File: config.mk
export PLATFORM = sky130hd
export DESIGN_NAME = clock_gen_i2c_control_regs
export DESIGN_NICKNAME = d
export VERILOG_FILES = /design/src/pkg/clock_gen_pkg.sv /design/src/logic/clock_gen_i2c_control_regs.sv /design/src/logic/output_gate.sv
export SDC_FILE = /design/constraint.sdc
export NUM_CORES = 1
export LEC_CHECK = 0
export BUFFER_PORTS_ARGS = -buffer_cell sky130_fd_sc_hd__buf_2
export CAP_MARGIN = 15
export CORE_MARGIN = 3
export CORE_UTILIZATION = 59
export CTS_BUF_LIST = sky130_fd_sc_hd__clkbuf_4
export CTS_CLUSTER_SIZE = 14
export DETAILED_ROUTE_END_ITERATION = 10
export GPL_TIMING_DRIVEN = 0
export PLACE_DENSITY = 0.83
export SYNTH_ARGS = -nofsm -noshare
export SYNTH_HDL_FRONTEND = slang
export SYNTH_SLANG_ARGS = --single-unit
File: constraint.sdc
create_clock -name clk -period 5.23 [get_ports clk]
set_input_delay 0.2615 -clock clk [delete_from_list [all_inputs] [get_ports clk]]
set_output_delay 0.2615 -clock clk [all_outputs]
set_load 0.005 [all_outputs]
File: src/pkg/clock_gen_pkg.sv
/*
  Constants and types for the clock generator's two-wire control block:
  target address, register indices, reset values, field positions and
  the state types of the serial target.
  Assumes it is compiled before every logic/ file that names it.
*/
package clock_gen_pkg;

  // ----------------------------------------------------------------
  // Serial target
  // ----------------------------------------------------------------
  localparam logic [6:0] TARGET_ADDR = 7'h6b;  // Byte form 8'hd6 with the write bit.
  localparam logic [3:0] BITS_PER_BYTE = 4'h8;
  localparam int CMD_MODE_BIT = 7;  // Command bit 7 high selects single-byte access.

  // ----------------------------------------------------------------
  // Register indices
  // ----------------------------------------------------------------
  localparam int REG_COUNT = 6;
  localparam logic [7:0] IDX_SPARE = 8'h00;
  localparam logic [7:0] IDX_ENABLE_LOW = 8'h01;
  localparam logic [7:0] IDX_ENABLE_HIGH = 8'h02;
  localparam logic [7:0] IDX_REV_VENDOR = 8'h03;
  localparam logic [7:0] IDX_LENGTH = 8'h04;
  localparam logic [7:0] IDX_SWING = 8'h05;

  // ----------------------------------------------------------------
  // Reset values
  // ----------------------------------------------------------------
  localparam logic [7:0] SPARE_RESET = 8'h00;
  localparam logic [7:0] ENABLE_LOW_RESET = 8'h15;
  localparam logic [7:0] ENABLE_HIGH_RESET = 8'he0;
  localparam logic [7:0] REV_VENDOR_RESET = 8'h21;  // Arbitrary revision and maker code.
  localparam logic [7:0] LENGTH_RESET = 8'h06;
  localparam logic [7:0] SWING_RESET = 8'hd8;
  localparam logic [47:0] REG_RESET = {SWING_RESET, LENGTH_RESET, REV_VENDOR_RESET,
                                       ENABLE_HIGH_RESET, ENABLE_LOW_RESET, SPARE_RESET};

  // ----------------------------------------------------------------
  // Field positions
  // ----------------------------------------------------------------
  localparam int OUT0_BIT = 4;
  localparam int OUT1_BIT = 2;
  localparam int OUT2_BIT = 0;
  localparam int OUT3_BIT = 7;
  localparam int OUT4_BIT = 6;
  localparam int OUT5_BIT = 5;
  localparam int SWING_SEL_BIT = 7;
  localparam int SWING_CODE_LSB = 4;

  // ----------------------------------------------------------------
  // Output swing and gating
  // ----------------------------------------------------------------
  localparam logic [9:0] SWING_BASE_MV = 10'h12c;     // 300 mV at code 000.
  localparam logic [9:0] SWING_STEP_MV = 10'h064;     // 100 mV per code step.
  localparam logic [9:0] SWING_DEFAULT_MV = 10'h2bc;  // Plain default amplitude.
  localparam logic [2:0] START_PERIODS = 3'h3;        // Output periods before restart.

  typedef enum {S_IDLE, S_RX, S_RXACK, S_TX, S_TXACK} bus_state_type;
  typedef enum {ST_ADDR, ST_CMD, ST_COUNT, ST_DATA} stage_type;

endpackage

File: src/logic/clock_gen_i2c_control_regs.sv
/*
  Two-wire serial target and six control bytes of a six-output clock
  generator, with output enable gating, amplitude select and power-down.
  Assumes scl, sda, enable pins and the power-down pin are asynchronous,
  and outPhase is a same-clock level from the clock synthesis.
*/
`timescale 1ns/1ps

// Functional notes
// - Answer only target address 8'hd6 form.
// - Byte and block reads and writes supported.
// - Block bytes ascend, MSB first, stop anywhere.
// - Single-byte access addresses any index directly.
// - Block write: command, count, data, all acked.
// - Block read returns count then data bytes.
// - Byte write: command, one data, acked.
// - Byte read returns one byte, controller NACKs.
// - Registers load defaults at power-up.
// - Byte 0 reserved read/write, resets zero.
// - Byte 1 enables outputs 0-2, bits 4,2,0.
// - Byte 2 enables outputs 3-5, bits 7,6,5.
// - Byte 4 is byte count, resets six.
// - Byte 5 bit 7 selects programmed amplitude.
// - Amplitude code 300 mV plus 100 mV steps.
// - Output runs only when pin and bit high.
// - Disabled output stops cleanly, rests low.
// - Restart glitch-free within two to six periods.
// - Power-down disables outputs and serial logic.
module clock_gen_i2c_control_regs (
  input wire logic clk,
  input wire logic rst_b,
  input wire logic ce,
  input wire logic sclIn,
  input wire logic sdaIn,
  output logic sdaOut,
  output logic sdaOe,
  input wire logic [5:0] outEnablePin,
  input wire logic powerdown_n,
  input wire logic outPhase,
  output logic clock_out_0,
  output logic clock_out_1,
  output logic clock_out_2,
  output logic clock_out_3,
  output logic clock_out_4,
  output logic clock_out_5,
  output logic [5:0] outputRunning,
  output logic [9:0] swingMillivolts
);

  // ----------------------------------------------------------------
  // Declarations
  // ----------------------------------------------------------------
  logic [7:0] regs [0:clock_gen_pkg::REG_COUNT-1];
  logic sclMeta, sclS, sclPrev, sdaMeta, sdaS, sdaPrev;
  logic [5:0] pinMeta, pinSync;
  logic pdMeta, pdSync, armed, pdActive;
  logic startCond, stopCond, sclRise, sclFall, byteDone, wrStrobe;
  clock_gen_pkg::bus_state_type state;
  clock_gen_pkg::stage_type stage;
  logic [3:0] bitCnt;
  logic [7:0] shift, txByte, index, remaining, nextByte, firstByte;
  logic byteMode, txPending, masterAck;
  logic [5:0] enableReq;
  logic [5:0] clockOut;

  // Register read with a zero answer past the last byte.
  function automatic logic [7:0] readReg(input logic [7:0] idx);
    if (idx < 8'(clock_gen_pkg::REG_COUNT)) begin
      readReg = regs[idx[2:0]];
    end else begin
      readReg = 8'h00;
    end
  endfunction

  // Enable bits gathered from bytes 1 and 2 into output order.
  function automatic logic [5:0] enableMap(input logic [7:0] low, input logic [7:0] high);
    enableMap = {high[clock_gen_pkg::OUT5_BIT], high[clock_gen_pkg::OUT4_BIT],
                 high[clock_gen_pkg::OUT3_BIT], low[clock_gen_pkg::OUT2_BIT],
                 low[clock_gen_pkg::OUT1_BIT], low[clock_gen_pkg::OUT0_BIT]};
  endfunction

  // ----------------------------------------------------------------
  // Pin synchronisers
  // ----------------------------------------------------------------
  // Every pin passes two flip-flops; only the second is read.
  always_ff @(posedge clk) begin
    if (!rst_b) begin
      sclMeta <= 1'b1;
      sclS <= 1'b1;
      sdaMeta <= 1'b1;
      sdaS <= 1'b1;
      pinMeta <= 6'h00;
      pinSync <= 6'h00;
      pdMeta <= 1'b0;
      pdSync <= 1'b0;
    end else if (ce) begin
      sclMeta <= sclIn;
      sclS <= sclMeta;
      sdaMeta <= sdaIn;
      sdaS <= sdaMeta;
      pinMeta <= outEnablePin;
      pinSync <= pinMeta;
      pdMeta <= powerdown_n;
      pdSync <= pdMeta;
    end
  end

  // Edge history of the synchronised bus lines.
  always_ff @(posedge clk) begin
    if (!rst_b) begin
      sclPrev <= 1'b1;
      sdaPrev <= 1'b1;
    end else if (ce) begin
      sclPrev <= sclS;
      sdaPrev <= sdaS;
    end
  end

  // ----------------------------------------------------------------
  // Supply-good and power-down
  // ----------------------------------------------------------------
  // The pin acts as supply-good until first seen high, then as power-down.
  always_ff @(posedge clk) begin
    if (!rst_b) begin
      armed <= 1'b0;
    end else if (ce && pdSync) begin
      armed <= 1'b1;
    end
  end

  assign pdActive = armed & ~pdSync;

  // ----------------------------------------------------------------
  // Bus events
  // ----------------------------------------------------------------
  assign startCond = sclS & sclPrev & sdaPrev & ~sdaS;
  assign stopCond = sclS & sclPrev & ~sdaPrev & sdaS;
  assign sclRise = sclS & ~sclPrev;
  assign sclFall = ~sclS & sclPrev;
  assign byteDone = ~pdActive & (state == clock_gen_pkg::S_RX) & sclFall & (bitCnt == clock_gen_pkg::BITS_PER_BYTE);
  assign wrStrobe = byteDone & (stage == clock_gen_pkg::ST_DATA) & (remaining != 8'h00);
  assign nextByte = readReg(index);
  assign firstByte = byteMode ? nextByte : regs[clock_gen_pkg::IDX_LENGTH[2:0]];
  assign sdaOut = 1'b0;

  // ----------------------------------------------------------------
  // Serial target state machine
  // ----------------------------------------------------------------
  // Start and stop override any byte in flight, as a repeated start must.
  always_ff @(posedge clk) begin
    if (!rst_b) begin
      state <= clock_gen_pkg::S_IDLE;
      stage <= clock_gen_pkg::ST_ADDR;
      bitCnt <= 4'h0;
      shift <= 8'h00;
      txByte <= 8'h00;
      index <= 8'h00;
      remaining <= 8'h00;
      byteMode <= 1'b0;
      txPending <= 1'b0;
      masterAck <= 1'b0;
      sdaOe <= 1'b0;
    end else if (ce) begin
      if (pdActive) begin
        state <= clock_gen_pkg::S_IDLE;
        sdaOe <= 1'b0;
      end else if (startCond) begin
        state <= clock_gen_pkg::S_RX;
        stage <= clock_gen_pkg::ST_ADDR;
        bitCnt <= 4'h0;
        sdaOe <= 1'b0;
      end else if (stopCond) begin
        state <= clock_gen_pkg::S_IDLE;
        sdaOe <= 1'b0;
      end else begin
        case (state)
          clock_gen_pkg::S_RX: begin
            if (sclRise) begin
              shift <= {shift[6:0], sdaS};
              bitCnt <= bitCnt + 4'h1;
            end else if (byteDone) begin
              bitCnt <= 4'h0;
              state <= clock_gen_pkg::S_RXACK;
              txPending <= 1'b0;
              case (stage)
                clock_gen_pkg::ST_ADDR: begin
                  if (shift[7:1] != clock_gen_pkg::TARGET_ADDR) begin
                    state <= clock_gen_pkg::S_IDLE;
                  end else begin
                    sdaOe <= 1'b1;
                    if (shift[0]) begin
                      txPending <= 1'b1;
                    end else begin
                      stage <= clock_gen_pkg::ST_CMD;
                    end
                  end
                end
                clock_gen_pkg::ST_CMD: begin
                  sdaOe <= 1'b1;
                  index <= {1'b0, shift[6:0]};
                  byteMode <= shift[clock_gen_pkg::CMD_MODE_BIT];
                  remaining <= 8'h01;
                  stage <= shift[clock_gen_pkg::CMD_MODE_BIT] ? clock_gen_pkg::ST_DATA : clock_gen_pkg::ST_COUNT;
                end
                clock_gen_pkg::ST_COUNT: begin
                  sdaOe <= 1'b1;
                  remaining <= shift;
                  stage <= clock_gen_pkg::ST_DATA;
                end
                default: begin
                  if (remaining != 8'h00) begin
                    sdaOe <= 1'b1;
                    remaining <= remaining - 8'h01;
                    index <= index + 8'h01;
                  end else begin
                    state <= clock_gen_pkg::S_IDLE;
                  end
                end
              endcase
            end
          end
          clock_gen_pkg::S_RXACK: begin
            if (sclFall) begin
              if (txPending) begin
                state <= clock_gen_pkg::S_TX;
                txByte <= firstByte;
                sdaOe <= ~firstByte[7];
                if (byteMode) begin
                  index <= index + 8'h01;
                end
              end else begin
                state <= clock_gen_pkg::S_RX;
                sdaOe <= 1'b0;
              end
            end
          end
          clock_gen_pkg::S_TX: begin
            if (sclRise) begin
              bitCnt <= bitCnt + 4'h1;
            end else if (sclFall) begin
              if (bitCnt == clock_gen_pkg::BITS_PER_BYTE) begin
                bitCnt <= 4'h0;
                sdaOe <= 1'b0;
                state <= clock_gen_pkg::S_TXACK;
              end else begin
                txByte <= {txByte[6:0], 1'b0};
                sdaOe <= ~txByte[6];
              end
            end
          end
          clock_gen_pkg::S_TXACK: begin
            if (sclRise) begin
              masterAck <= ~sdaS;
            end else if (sclFall) begin
              if (masterAck) begin
                state <= clock_gen_pkg::S_TX;
                txByte <= nextByte;
                sdaOe <= ~nextByte[7];
                index <= index + 8'h01;
              end else begin
                state <= clock_gen_pkg::S_IDLE;
              end
            end
          end
          default: begin
            sdaOe <= 1'b0;
          end
        endcase
      end
    end
  end

  // ----------------------------------------------------------------
  // Register file
  // ----------------------------------------------------------------
  // Every bit, reserved ones included, stores and reads back; writes past
  // the last byte are acknowledged but dropped.
  always_ff @(posedge clk) begin
    if (!rst_b) begin
      for (int i = 0; i < clock_gen_pkg::REG_COUNT; i++) begin
        regs[i] <= clock_gen_pkg::REG_RESET[i*8 +: 8];
      end
    end else if (ce && wrStrobe && index < 8'(clock_gen_pkg::REG_COUNT)) begin
      regs[index[2:0]] <= shift;
    end
  end

  // ----------------------------------------------------------------
  // Output enables, gating and amplitude
  // ----------------------------------------------------------------
  // Pin and bit must both be high; outputs wait for supply-good.
  assign enableReq = enableMap(regs[clock_gen_pkg::IDX_ENABLE_LOW[2:0]],
                               regs[clock_gen_pkg::IDX_ENABLE_HIGH[2:0]])
                     & pinSync & {6{armed & ~pdActive}};

  genvar g;
  generate
    for (g = 0; g < 6; g++) begin : gates
      output_gate gate (
        .clk(clk),
        .rst_b(rst_b),
        .ce(ce),
        .request(enableReq[g]),
        .outPhase(outPhase),
        .clockOut(clockOut[g]),
        .running(outputRunning[g])
      );
    end
  endgenerate

  assign clock_out_0 = clockOut[0];
  assign clock_out_1 = clockOut[1];
  assign clock_out_2 = clockOut[2];
  assign clock_out_3 = clockOut[3];
  assign clock_out_4 = clockOut[4];
  assign clock_out_5 = clockOut[5];

  // Amplitude in millivolts; the code field is ignored while bit 7 is low.
  always_ff @(posedge clk) begin
    if (!rst_b) begin
      swingMillivolts <= clock_gen_pkg::SWING_DEFAULT_MV;
    end else if (ce) begin
      if (regs[clock_gen_pkg::IDX_SWING[2:0]][clock_gen_pkg::SWING_SEL_BIT]) begin
        swingMillivolts <= clock_gen_pkg::SWING_BASE_MV + clock_gen_pkg::SWING_STEP_MV
          * 10'(regs[clock_gen_pkg::IDX_SWING[2:0]][clock_gen_pkg::SWING_CODE_LSB +: 3]);
      end else begin
        swingMillivolts <= clock_gen_pkg::SWING_DEFAULT_MV;
      end
    end
  end
endmodule // clock_gen_i2c_control_regs

File: src/logic/output_gate.sv
/*
  Glitch-free gate for one clock output.
  Assumes outPhase is the synthesised output clock as a level on clk.
*/
`timescale 1ns/1ps

module output_gate (
  input wire logic clk,
  input wire logic rst_b,
  input wire logic ce,
  input wire logic request,
  input wire logic outPhase,
  output logic clockOut,
  output logic running
);

  logic phasePrev;
  logic [2:0] startCount;
  logic tick;
  logic next_running;

  // A tick is a falling phase edge, so gating changes only in the low half.
  assign tick = phasePrev & ~outPhase;

  // Start after a few whole periods of request, stop at the next low half.
  always_comb begin
    next_running = running;
    if (tick) begin
      if (!request) begin
        next_running = 1'b0;
      end else if (!running && startCount == clock_gen_pkg::START_PERIODS - 3'h1) begin
        next_running = 1'b1;
      end
    end
  end

  // Period counter for the restart delay.
  always_ff @(posedge clk) begin
    if (!rst_b) begin
      startCount <= 3'h0;
    end else if (ce) begin
      if (!request || running) begin
        startCount <= 3'h0;
      end else if (tick) begin
        startCount <= startCount + 3'h1;
      end
    end
  end

  // Gated clock and run state; a stopped output rests low.
  always_ff @(posedge clk) begin
    if (!rst_b) begin
      phasePrev <= 1'b0;
      running <= 1'b0;
      clockOut <= 1'b0;
    end else if (ce) begin
      phasePrev <= outPhase;
      running <= next_running;
      clockOut <= next_running & outPhase;
    end
  end
endmodule // output_gate

# Yosys cells after proc, flatten, opt, wreduce, memory -nomap -nowiden
# Memory sizes are Yosys's and may differ from the RTL's. A register that Yosys moved wholly into a read port is not among the register bits.
# Index checks and enable logic that the tools add are counted.
# Widths: inputs -> output; s select.
[totals]
reg_bits = 165
mem_bits_rw = 48
inputBits = 13
output_inout_bits = 24
wordCells = 320
n_memories = 1
[mem_list]
columns = ["memory", "words", "word_bits", "read_ports", "rd_clocked_by_memory_dff", "write_ports", "line_no", "text"]
rows = [
  ["regs", 6, 8, 5, 1, 6, "clock_gen_i2c_control_regs.sv:53", "logic [7:0] regs [0:clock_gen_pkg::REG_COUNT-1];"],
]
[classes]
add_sub_neg = 10
multipliers = 1
n_lt_le_gt_ge = 1
eq_ne = 47
muxes = 118
n_bitwise = 37
n_reduce_logical = 63
[ops]
columns = ["op", "n"]
rows = [
  ["$mux 32", 18],
  ["$eq 32x2->1 const B", 4],
  ["$pmux 32 s4", 1],
  ["$mux 8", 13],
  ["$pmux 32 s3", 1],
  ["$eq 32x1->1 const B", 2],
  ["$eq 32x3->1 const B", 2],
  ["$mux 7", 8],
  ["$pmux 8 s3", 2],
  ["$mux 3", 15],
  ["$ne 5x5->1 const B", 9],
  ["$mux 1", 42],
  ["$logic_not 32->1", 1],
  ["$mux 4", 7],
  ["$ne 2x2->1 const B", 14],
  ["$and 1x1->1", 21],
  ["$pmux 7 s3", 1],
  ["$add 3x1->3 const B", 6],
  ["$eq 3x2->1 const B", 6],
  ["$reduce_and 9->1", 2],
  ["$pmux 8 s2", 1],
  ["$reduce_bool 2->1", 8],
  ["$reduce_and 15->1", 1],
  ["$not 1->1", 14],
  ["36 further kinds", 78],
]

# Longest topological paths before layout
[logic_depth]
ltp_word = 15
ltp_mapped = 10
depth_no_buf = 9

# By module
# A second synthesis with hierarchy kept.
[hier_totals]
cells_unflattened = 906
hier_area_um2 = 9024.9
[by_module_without_submodules]
columns = ["mod", "instances", "cells_each", "area_each_um2", "seq_area_each_um2"]
rows = [
  ["clock_gen_i2c_control_regs", 1, 726, 7208.2, 3443.3],
  ["output_gate", 6, 30, 302.8, 120.1],
]

# Worst setup path before layout
# OpenSTA, ideal clock, no wires.
[synth_timing]
path_type = "reg2reg"
start = "register bitCnt[0]"
end = "memory regs[0][0] (enable)"
setup_ns = 0.387
arrival_time_ns = 2.280
required_ns = 4.843
setup_slack_ns = 2.563
stages_incl_launch_ff = 10
n_path_buf = 1
period_less_slack_ns = 2.667
path_cell_list = "dfxtp_1 > inv_1 > ha_1 > and3b_1 > clkbuf_1 > nand2_1 > nor3_2 > nor4bb_1 > nand2b_1 > o31ai_1"
[synth_rtl]
columns = ["item", "line_no", "text"]
rows = [
  ["from (decl)", "clock_gen_i2c_control_regs.sv:60", "logic [3:0] bitCnt;"],
  ["from (signal assigned)", "clock_gen_i2c_control_regs.sv:180", "bitCnt <= bitCnt + 4'h1;"],
  ["from (signal assigned)", "clock_gen_i2c_control_regs.sv:239", "bitCnt <= bitCnt + 4'h1;"],
  ["to (decl)", "clock_gen_i2c_control_regs.sv:53", ""],
]

==> run_results.csv <==
group,metric,value,unit
outcome,outcome,"finished, final reports clean",
place,io_buffer_count,32,
route,drt_iter0_drc,1013,
place,dp_hpwl,15700,µm
pwr,power_leakage,3.44,nW
setup_path,crit_type,"flop to flop",
min_path,hold-path-endpoint,"masterAck$_SDFFE_PN0P_",
timing,max_clock_freq,267,MHz
timing,fin_worst_skew,17.7,ps
setup_path,ff2ff_setup_slack,1490,ps
final_layout,finalNetCount,989,
synth,syn_area,8470,µm²
final_layout,fin_util,0.669,
floorplan,die_h,126,µm
pwr,ir_drop,0.000144,V
route,vias_per_cell,6.25,
cts,cts_sinks,171,
min_path,hp-start,"ce",
final_layout,drive_above_1_share,0.113,
route,wirelength,21900,µm
final_layout,mostFrequentLayoutCell,"dfxtp_1",
synth,ys_types,74,
floorplan,start_util,0.606,
global_routing,grt_max_degree,17,
synth,synth-edff-count,64,
route,topRoutingLayerUsed,"met4",
setup_path,rr_endpoint,"regs[4][2]$_SDFFCE_PN1P_",
synth,syn_inst,865,
timing,final_hold_viol_count,0,
setup_path,crit_path_start_kind,"flop",
synth,ys_warn_count,0,
cts,ctsResizeCount,0,
route,met2_length,10100,µm
timing,fin_crit_sh,0.716,
setup_path,end_kind,"flop",
timing,fin_crit,3740,ps
timing,drv_slew,0,
timing,setup-violations-final,0,
synth,ys_async_sr_fraction,0,
route,drtAntennaViolNets,0,
min_path,min_path_cells,5,
synth,yosysTopAreaCell,"dfxtp_1",
cts,htree_levels,4,
global_routing,grt_pass1_vias,6823,
final_layout,area_growth,10.4,%
floorplan,io_pins,37,
pwr,power_density,256,nW/µm²
global_routing,antenna_found_initial,1,
floorplan,fp.dieArea,15800,µm²
global_routing,grt_usage,0.284,
pwr,finalPower,0.00239,W
floorplan,row_count,43,
setup_path,crit_path_max_fanout,9,
place,place.gp.congestion,0.955,
synth,yosysSeqAreaShare,0.480,
cts,cts_buffers,17,
cts,cts_root_buffer,"clkbuf_4",
route,met1_length,9200,µm
synth,synth_top_area_frac,0.253,
synth,synth_ff_type,"dfxtp_1",
floorplan,die_x,126,µm
route,drcViolationCount,0,
cts,post_cts_buffers,0,
timing,rsz0062_at_grt,"false",
timing,holdWs,192,ps
timing,relSlewSlack,0.374,
floorplan,coreArea,14000,µm²
synth,syn_area_per_cell,9.80,µm²
setup_path,worst_ep_required_time,5480,ps
route,wl_per_cell,19.2,µm
route,firstDrtPassIters,6,
setup_path,r2r-start,"bitCnt[0]$_SDFFE_PN0P_",
cts,path_clk_slew,140,ps
global_routing,grt_pass1_wl,35700,µm
cts,cts_tree,"yes",
final_layout,layout_common_cells,"dfxtp_1, nor2_1, edfxtp_1",
route,num_vias,7133,
global_routing,overflow,0,
synth,synth.area.top_cells,"dfxtp_1, edfxtp_1, ha_1",
cts,ctsLongestPathBuffers,2,
timing,tightest_slew,936,ps
cts,ctsHoldBuffers,10,
route,met3_wirelength,2030,µm
setup_path,worstPathArrival,3990,ps
timing,fin_setup_tns,0,ps
min_path,min_path_type,"primary input to flop",
cts,clk_latency,600,ps
synth,yosys_register_bits,171,
setup_path,reg2regPathDepth,9,
run,drv_cap,0,
synth_stat cells (20+ instances only):
cell type / number
dfxtp_1: 107
nor2_1: 88
edfxtp_1: 64
nand2_1: 56
clkbuf_1: 54
a21oi_1: 35
inv_1: 35
a31oi_1: 31
ha_1: 29
mux2i_1: 27
nor3_1: 25
o21ai_0: 25
and2_1: 22
nand3_1: 22
nor4_1: 21
nand2b_1: 20
cells by family after synthesis:
group / count (synthesis) / synth area share
other cells: 1 / 0.000443
compound gates: 188 / 0.144
flops: 171 / 0.480
mux: 46 / 0.0784
fa+ha+maj: 29 / 0.0428
xor+xnor: 14 / 0.0145
simple gates: 309 / 0.188
buf+inv: 107 / 0.0518
per-layer routing:
| metal | vias to the layer above | GRT usage |
|---|---|---|
| met5 | - | 0 |
| met4 | 0 | 0.107 |
| met3 | 53 | 0.0683 |
| met2 | 376 | 0.439 |
| met1 | 3416 | 0.391 |
| li1 | 3288 | - |
worst max path at each step:
stage                      startpoint                       end  slack (ps)  cells after the start
3_3_place_gp   bitCnt[0]$_SDFFE_PN0P_  regs[4][1]$_SDFFCE_PN1P_        1650                      9
2_1_floorplan  bitCnt[0]$_SDFFE_PN0P_  regs[0][0]$_SDFFCE_PN0P_        2560                      9
4_1_cts        bitCnt[0]$_SDFFE_PN0P_  regs[4][6]$_SDFFCE_PN0P_        1600                      9
5_1_grt        bitCnt[0]$_SDFFE_PN0P_  regs[4][6]$_SDFFCE_PN0P_        1280                      9
6_report       bitCnt[0]$_SDFFE_PN0P_  regs[4][2]$_SDFFCE_PN1P_        1490                      9
3_5_place_dp   bitCnt[0]$_SDFFE_PN0P_  regs[4][2]$_SDFFCE_PN1P_        1630                      9
stage by stage:
step                worst slack, ps  cell area [µm²]  instances
finish                         1490             9350       1141
global placement               1650             8930       1095
global route                   1280             9350       1141
floorplan                      2560             8540        883
detailed placement             1630             8940       1097
CTS                            1600             9340       1139
power by group:
group          switching, W  internal [W]  total [W]  leakage [nW]
logic             0.0000887     0.0000546   0.000143          1.81
registers         0.0000214       0.00141    0.00144          1.49
clock network      0.000478      0.000336   0.000814         0.145
area by class of cell:
type | count | area, µm²
Buffer | 70 | 300
Tap cell | 180 | 225
Fill cell | 1065 | 4640
Antenna cell | 1 | 2.50
Timing Repair Buffer | 45 | 278
Clock inverter | 14 | 170
Sequential cell | 171 | 4060
Clock buffer | 18 | 135
Inverter | 37 | 139
Multi-Input combinational cell | 605 | 4040
state kept, by name, summed over array words and instances, names as in the netlist, 3 cells and up, named ones only:
signal / cells
gates.gate.startCount: 18
regs: 64
pinMeta: 6
shift: 8
bitCnt: 4
index: 8
txByte: 7
pinSync: 6
swingMillivolts: 8
gates.gate.clockOut: 6
remaining: 8
state: 3
worst max-delay path, cell delays in order (launching register included):
cell and delay (ps):
dfxtp_1 360, inv_1 80, ha_1 130, and3b_1 140, clkbuf_1 250, nand2_1 140
nor3_2 440, nand4_1 400, nor4b_2 920, nand2b_1 500
Note: power is estimated with default switching activity, not from simulation.
